==> config.mk <==
export PLATFORM = sky130hd
export DESIGN_NAME = pusc_top
export DESIGN_NICKNAME = d
export VERILOG_FILES = /design/src/common/pusc_pkg.sv /design/src/common/pusc_sleep_if.sv /design/src/pusc_sleep_filter.sv /design/src/pusc_top.sv
export SDC_FILE = /design/constraint.sdc
export NUM_CORES = 1
export LEC_CHECK = 0
export BUFFER_PORTS_ARGS = -buffer_cell sky130_fd_sc_hd__buf_2
export CORE_UTILIZATION = 56
export DETAILED_ROUTE_END_ITERATION = 10
export GPL_ROUTABILITY_DRIVEN = 0
export PLACE_DENSITY_LB_ADDON = 0.12
export REMOVE_ABC_BUFFERS = 1
export SETUP_SLACK_MARGIN = 0.02
export SLEW_MARGIN = 20
export SYNTH_ARGS = -nofsm -noshare
export SYNTH_HDL_FRONTEND = slang
export SYNTH_SLANG_ARGS = --single-unit
==> constraint.sdc <==
create_clock -name ref_clk -period 2.8 [get_ports ref_clk]
set_input_delay 0.84 -clock ref_clk [delete_from_list [all_inputs] [get_ports ref_clk]]
set_output_delay 0.84 -clock ref_clk [all_outputs]
set_load 0.02 [all_outputs]
==> src/common/pusc_pkg.sv <==
// Function
// - The power-on hold stays asserted until both core supply rails are good.
// - Core logic is inactive while the power-on hold is asserted and active only after its release.
// - In a blank device every user pin is high impedance with a weak pull-up.
// - Pins keep the blank state until core, auxiliary and bank supplies are all valid and the device is configured, then take user settings.
// - An active-low sleep control pin selects sleep when low and normal operation when high.
// - In sleep all user logic stops, registers and memory are not retained, and pins float.
// - The test access port and programming circuitry work in normal mode only, not in sleep or off.
// - The sleep input carries a glitch filter so short low pulses cause no sleep entry.
// - Sleep is entered a few hundred nanoseconds after a held low, and left after the release time.
// - The top-bank PCI clamps are enabled only with all supplies valid and the device configured.
package pusc_pkg;
    localparam int CLK_PERIOD_NS = 10;
    // Low time needed before sleep is taken, a least time so rounded up
    localparam int SLEEP_ENTRY_NS = 500;
    localparam int SLEEP_ENTRY_CYCLES = (SLEEP_ENTRY_NS + CLK_PERIOD_NS - 1) / CLK_PERIOD_NS;
    // High time needed before wake is taken
    localparam int WAKE_FILT_NS = 100;
    localparam int WAKE_FILT_CYCLES = (WAKE_FILT_NS + CLK_PERIOD_NS - 1) / CLK_PERIOD_NS;
    // Reset hold on user logic after wake
    localparam int RESTORE_NS = 200;
    localparam int RESTORE_CYCLES = (RESTORE_NS + CLK_PERIOD_NS - 1) / CLK_PERIOD_NS;
    localparam int CNT_W = 8;

    typedef enum logic [2:0] {
        PUSC_POR = 3'h0,
        PUSC_BLANK = 3'h1,
        PUSC_RUN = 3'h3,
        PUSC_SLEEP = 3'h2,
        PUSC_RESTORE = 3'h6
    } pusc_state_t;
endpackage : pusc_pkg

==> src/common/pusc_sleep_if.sv <==
`timescale 1ns/1ns
// Filtered sleep request from the pin filter to the sequencer
interface pusc_sleep_if;
    logic sleep_req;
    modport filt (output sleep_req);
    modport ctrl (input sleep_req);
endinterface : pusc_sleep_if

==> src/pusc_sleep_filter.sv <==
`timescale 1ns/1ns
module pusc_sleep_filter
    import pusc_pkg::*;
#(
    parameter int ENTRY_CYCLES = SLEEP_ENTRY_CYCLES,
    parameter int WAKE_CYCLES = WAKE_FILT_CYCLES
)
(
    input wire logic ref_clk,
    input wire logic rst_n,
    input wire logic sleep_ctrl_low,
    pusc_sleep_if.filt sif
);
    localparam logic [CNT_W-1:0] ENTRY_LAST = CNT_W'(ENTRY_CYCLES - 1);
    localparam logic [CNT_W-1:0] WAKE_LAST = CNT_W'(WAKE_CYCLES - 1);

    // Counter width bounds both windows, refused at elaboration
    if (ENTRY_CYCLES < 1 || ENTRY_CYCLES > 2 ** CNT_W || WAKE_CYCLES < 1 || WAKE_CYCLES > 2 ** CNT_W)
    begin : g_bad_counts
        $error("pusc_sleep_filter: filter counts out of range");
    end

    typedef struct packed {
        logic req;
        logic [CNT_W-1:0] cnt;
    } pusc_filt_t;

    pusc_filt_t r;
    pusc_filt_t next_r;

    // Level must differ from the current request for a full window before it flips
    // glitch filter window
    always_comb
    begin
        next_r = r;
        if ((!sleep_ctrl_low) == r.req)
        begin
            next_r.cnt = '0; // Any bounce restarts the window
        end
        else if (r.cnt == (r.req ? WAKE_LAST : ENTRY_LAST))
        begin
            next_r.req = !r.req;
            next_r.cnt = '0;
        end
        else
        begin
            next_r.cnt = r.cnt + 1'b1;
        end
    end

    // Reset to normal, as the pin pull-up would read
    always_ff @(posedge ref_clk or negedge rst_n)
    begin
        if (!rst_n)
        begin
            r <= '0;
        end
        else
        begin
            r <= next_r;
        end
    end

    assign sif.sleep_req = r.req;

    // Helper: run of consecutive low samples
    logic [15:0] low_run;
    always_ff @(posedge ref_clk or negedge rst_n)
    begin
        if (!rst_n)
        begin
            low_run <= '0;
        end
        else
        begin
            low_run <= sleep_ctrl_low ? 16'h0000 : (low_run == 16'hFFFF ? low_run : low_run + 16'h0001);
        end
    end
endmodule : pusc_sleep_filter

==> src/pusc_top.sv <==
`timescale 1ns/1ns
module pusc_top
    import pusc_pkg::*;
#(
    parameter int ENTRY_CYCLES = SLEEP_ENTRY_CYCLES,
    parameter int WAKE_CYCLES = WAKE_FILT_CYCLES,
    parameter int HOLD_CYCLES = RESTORE_CYCLES
)
(
    input wire logic ref_clk,
    input wire logic rst_n,
    input wire logic vcc_good,
    input wire logic vccaux_good,
    input wire logic vccio_good,
    input wire logic configured,
    input wire logic configuring,
    input wire logic sleep_ctrl_low,
    output logic por_hold,
    output logic core_active,
    output logic core_reset_n,
    output logic mem_clear,
    output logic pin_hiz,
    output logic pin_pullup_en,
    output logic pin_user_cfg,
    output logic tap_prog_en,
    output logic pci_clamp_en,
    output logic sleeping
);
    localparam logic [CNT_W-1:0] HOLD_LAST = CNT_W'(HOLD_CYCLES - 1);

    // Hold counter width bounds the restore time, refused at elaboration
    if (HOLD_CYCLES < 1 || HOLD_CYCLES > 2 ** CNT_W)
    begin : g_bad_hold
        $error("pusc_top: restore hold out of range");
    end

    typedef struct packed {
        pusc_state_t state;
        logic [CNT_W-1:0] cnt;
        logic por_hold;
        logic core_active;
        logic mem_clear;
        logic pin_hiz;
        logic pin_pullup_en;
        logic pin_user_cfg;
        logic tap_prog_en;
        logic pci_clamp_en;
        logic sleeping;
    } pusc_ctl_t;

    pusc_ctl_t r;
    pusc_ctl_t next_r;
    logic core_ok;
    logic all_ok;
    logic sleep_go;

    pusc_sleep_if sif ();

    pusc_sleep_filter #(
        .ENTRY_CYCLES(ENTRY_CYCLES),
        .WAKE_CYCLES(WAKE_CYCLES)
    ) u_filter (
        .ref_clk(ref_clk),
        .rst_n(rst_n),
        .sleep_ctrl_low(sleep_ctrl_low),
        .sif(sif)
    );

    // Supply qualifiers
    assign core_ok = vcc_good && vccaux_good;
    assign all_ok = core_ok && vccio_good;
    assign sleep_go = sif.sleep_req && !configuring;

    // Sequencer: a core rail loss always falls back to the power-on hold
    always_comb
    begin
        next_r = r;
        unique case (r.state)
            PUSC_POR:
            begin
                if (core_ok)
                begin
                    next_r.state = PUSC_BLANK;
                end
            end
            PUSC_BLANK:
            begin
                if (!core_ok)
                begin
                    next_r.state = PUSC_POR;
                end
                else if (sleep_go)
                begin
                    next_r.state = PUSC_SLEEP;
                end
                else if (all_ok && configured)
                begin
                    next_r.state = PUSC_RUN;
                end
            end
            PUSC_RUN:
            begin
                if (!core_ok)
                begin
                    next_r.state = PUSC_POR;
                end
                else if (sleep_go)
                begin
                    next_r.state = PUSC_SLEEP;
                end
                else if (!all_ok || !configured)
                begin
                    next_r.state = PUSC_BLANK; // Bank rail or configuration lost, back to blank pins
                end
            end
            PUSC_SLEEP:
            begin
                next_r.cnt = '0;
                if (!core_ok)
                begin
                    next_r.state = PUSC_POR;
                end
                else if (!sif.sleep_req)
                begin
                    next_r.state = PUSC_RESTORE;
                end
            end
            PUSC_RESTORE:
            begin
                if (!core_ok)
                begin
                    next_r.state = PUSC_POR;
                end
                else if (sleep_go)
                begin
                    next_r.state = PUSC_SLEEP;
                end
                else if (r.cnt == HOLD_LAST)
                begin
                    next_r.state = (all_ok && configured) ? PUSC_RUN : PUSC_BLANK;
                end
                else
                begin
                    next_r.cnt = r.cnt + 1'b1;
                end
            end
            default:
            begin
                next_r.state = PUSC_POR; // Unused codes recover to the hold
            end
        endcase

        // Outputs decoded from the next state so every port is a flop
        // core only after hold release
        next_r.por_hold = (next_r.state == PUSC_POR);
        next_r.core_active = (next_r.state == PUSC_BLANK) || (next_r.state == PUSC_RUN);
        next_r.mem_clear = (next_r.state == PUSC_SLEEP) || (next_r.state == PUSC_RESTORE);
        next_r.pin_hiz = (next_r.state != PUSC_RUN);
        next_r.pin_pullup_en = (next_r.state != PUSC_RUN) && (next_r.state != PUSC_SLEEP);
        next_r.pin_user_cfg = (next_r.state == PUSC_RUN);
        // port dead in sleep and off
        next_r.tap_prog_en = (next_r.state != PUSC_POR) && (next_r.state != PUSC_SLEEP);
        next_r.pci_clamp_en = (next_r.state == PUSC_RUN);
        next_r.sleeping = (next_r.state == PUSC_SLEEP);
    end

    // Reset puts everything in the power-on hold with blank pins
    always_ff @(posedge ref_clk or negedge rst_n)
    begin
        if (!rst_n)
        begin
            r <= '{state: PUSC_POR, cnt: '0, por_hold: 1'b1, core_active: 1'b0, mem_clear: 1'b0,
                   pin_hiz: 1'b1, pin_pullup_en: 1'b1, pin_user_cfg: 1'b0, tap_prog_en: 1'b0,
                   pci_clamp_en: 1'b0, sleeping: 1'b0};
        end
        else
        begin
            r <= next_r;
        end
    end

    // Port drive straight from the state flops
    assign por_hold = r.por_hold;
    assign core_active = r.core_active;
    assign core_reset_n = r.core_active;
    assign mem_clear = r.mem_clear;
    assign pin_hiz = r.pin_hiz;
    assign pin_pullup_en = r.pin_pullup_en;
    assign pin_user_cfg = r.pin_user_cfg;
    assign tap_prog_en = r.tap_prog_en;
    assign pci_clamp_en = r.pci_clamp_en;
    assign sleeping = r.sleeping;
endmodule : pusc_top

==> impl_metrics.ini <==
[setup_path]
crit_type = flip-flop to flip-flop
worst_path_most_repeated_cell = or4b_4
max_stage_delay_ps = 520
critPathCaptureType = flip-flop
start_kind = flip-flop
required_ps = 3020
crit_chain = inv_1 > ha_1 > or4b_4 > or4b_4 > a31oi_4 > nor2_1
worstPathMaxFanout = 8
critical_path_arrival_ps = 2330
cpMaxStageDelayCell = or4b_4

[grt]
grt_pass1_wl_um = 4550
grt_max_degree = 29
antenna_found_initial = 0
gr-usage-all-layers_pct = 22.6
grt_overflow = 0
grt_pass1_vias = 1062

[cells_and_area]
drive_above_1_share_pct = 19.6
largest_reg_flops = 11
n_fill_cell = 188
regMostFlops = r
area_growth_pct = 9.95
top_regs = r (11), u_filter.r (8)
layout.nets = 170
antennaDiodeCount = 0

[synthesis]
synth_area_leaders = dfrtp_1 (44%), dfstp_2 (5.5%), nor2_1 (4.0%)
syn_avg_cell_area_um2 = 10.2
ys.flop_type = dfrtp_1
ys_seq_area_share_pct = 49.6
netlist_instances = 140
synth_most_common_cell = dfrtp_1
synth_top_area_share_pct = 44.0
postSynth.asyncResetShare_pct = 100
ys_seq_elements = 28
ys_warn_count = 0
synthTopCellsByCount = dfrtp_1 (25), nor2_1 (15), nand2_1 (9)
synth_cell_types = 43
netlist_area_um2 = 1420
synth-edff-count = 0
synth.largest_area_cell = dfrtp_1

[clock_tree]
post_cts_buffers = 0
cts_root_buf = clkbuf_4
cts_resized = 0
clock_latency_ps = 320
ctsHoldBuffers = 0
htreeDepth = 1
cts_tree = built
clk_pin_slew_ps = 140
clock_path_buffers = 2
cts_buffers = 3
clkSinkCount = 28

[floorplanning]
rows = 17
initial_core_util_pct = 61.9
dieArea_um2 = 2740
die-width_um = 52.4
dieHeight_um = 52.4
ioPinCount = 18
core-area_um2 = 2300

[timing]
timing_hold_violations_final = 0
whs_ps = 498
report.final.slew_viol_count = 0
relSlewSlack_pct = 59.5
min_period_ps = 2120
rsz0062_at_grt = false
finalCritPeriodShare_pct = 75.6
setup_slack_ps = 683
skew_ps = 2.04
tightest_slew_ps = 607
timing.fmax_mhz = 472
tns_ps = 0
finalSetupViolCount = 0

[route]
drt-initial-drc-count = 15
avgViaCountPerCell = 6.08
first_pass_iters = 4
wl_per_cell_um = 14.2
ant_nets = 0
routed_wl_um = 2650
route.detailed.drc = 0
vias = 1131

[run_status]
status = finished clean

[worst_hold_path]
min_path_type = primary input to async pin

[power]
p_per_area_nw_per_um2 = 481
p_leak_nw = 0.680
peakVddDrop_mv = 0.328

[placement]
dpl.hpwl_um = 2000
port_buffers = 17
post-place-ws_ps = 560

[run]
maxCapViolCount = 0
-- cells in the final DEF (no fill, tap or decap), types with 2 or more instances in the layout --
| cell type | Yosys | layout |
|---|---|---|
| nand2_1 | 9 | 9 |
| xnor2_1 | 5 | 5 |
| and2_1 | 2 | 2 |
| clkbuf_4 | 0 | 3 |
| or3_1 | 4 | 4 |
| o31ai_1 | 2 | 2 |
| or4_1 | 3 | 3 |
| inv_1 | 6 | 6 |
| a21oi_1 | 8 | 8 |
| a21boi_0 | 2 | 2 |
| nor2b_1 | 3 | 3 |
| o21a_1 | 2 | 2 |
| buf_2 | 0 | 17 |
| nand4_1 | 2 | 2 |
| nand3_1 | 4 | 4 |
| ha_1 | 3 | 3 |
| dfrtp_1 | 25 | 25 |
| o21ai_0 | 8 | 8 |
| nor3_1 | 3 | 3 |
| nor2_1 | 15 | 15 |
| or4b_4 | 2 | 2 |
| dfstp_2 | 3 | 3 |
| a32o_1 | 2 | 2 |
| and3_1 | 3 | 3 |
| xor2_1 | 2 | 2 |
-- power breakdown --
| group | internal [mW] | switching, mW | total, mW | leakage [nW] |
|---|---|---|---|---|
| clock network | 0.0795 | 0.113 | 0.193 | 0.0210 |
| logic | 0.0389 | 0.0565 | 0.0954 | 0.297 |
| registers | 0.434 | 0.0291 | 0.463 | 0.362 |
-- through the flow --
stage	instances	cell area [um2]	power [mW]	util, %
after global placement	182	1530	0.559	66.4
final	186	1560	0.751	68.0
after global routing	186	1560	0.793	68.0
after CTS	186	1560	0.758	68.0
after detailed placement	182	1530	0.567	66.4
after floorplan	136	1400	0.527	-
-- metal layers --
metal	wire length [um]	vias up	global-route usage, %
met5	0	-	0
met4	21	0	6.58
met3	80	2	2.61
met2	1370	23	40.3
met1	1180	558	28.5
li1	-	548	-
-- area by class of cell --
cell class                      count  area (um2)  area share (%)
Multi-Input combinational cell    102         672            43.0
Clock buffer                        4        36.3            2.32
Timing Repair Buffer               18        92.6            5.92
Inverter                            6        22.5            1.44
Tap cell                           28        35.0            2.24
Sequential cell                    28         704            45.1
-- critical path: cells and delay by family, from the launching register on --
kind | cells | cell delay (ps)
fa+ha+maj | 1 | 130
compound gates | 1 | 310
simple gates | 3 | 1100
flops | 1 | 420
buf+inv | 1 | 60
-- cell families after synthesis --
| logic type | synth area share, % |
|---|---|
| AOI/OAI and AO/OA | 17.4 |
| xor gates and xnor gates | 4.31 |
| DFF | 49.6 |
| adders and majority gates | 2.64 |
| and+or+nand+nor | 22.9 |
| buffers and inverters | 3.17 |
-- path summary, 6_finish.rpt --
check	from	to	depth (start not counted)	slack (ps)
worst min-delay path	rst_n	r[19]	1	500
worst max-delay path	u_filter.r[1]	u_filter.r[6]	6	680
worst min register to register	u_filter.r[0]	u_filter.r[0]	1	500
min in group ref_clk	u_filter.r[0]	u_filter.r[0]	1	500
worst max register to register	u_filter.r[1]	u_filter.r[6]	6	680
max in group asynchronous	rst_n	u_filter.r[3]	1	1900
Note: power is estimated with default switching activity, not from simulation.
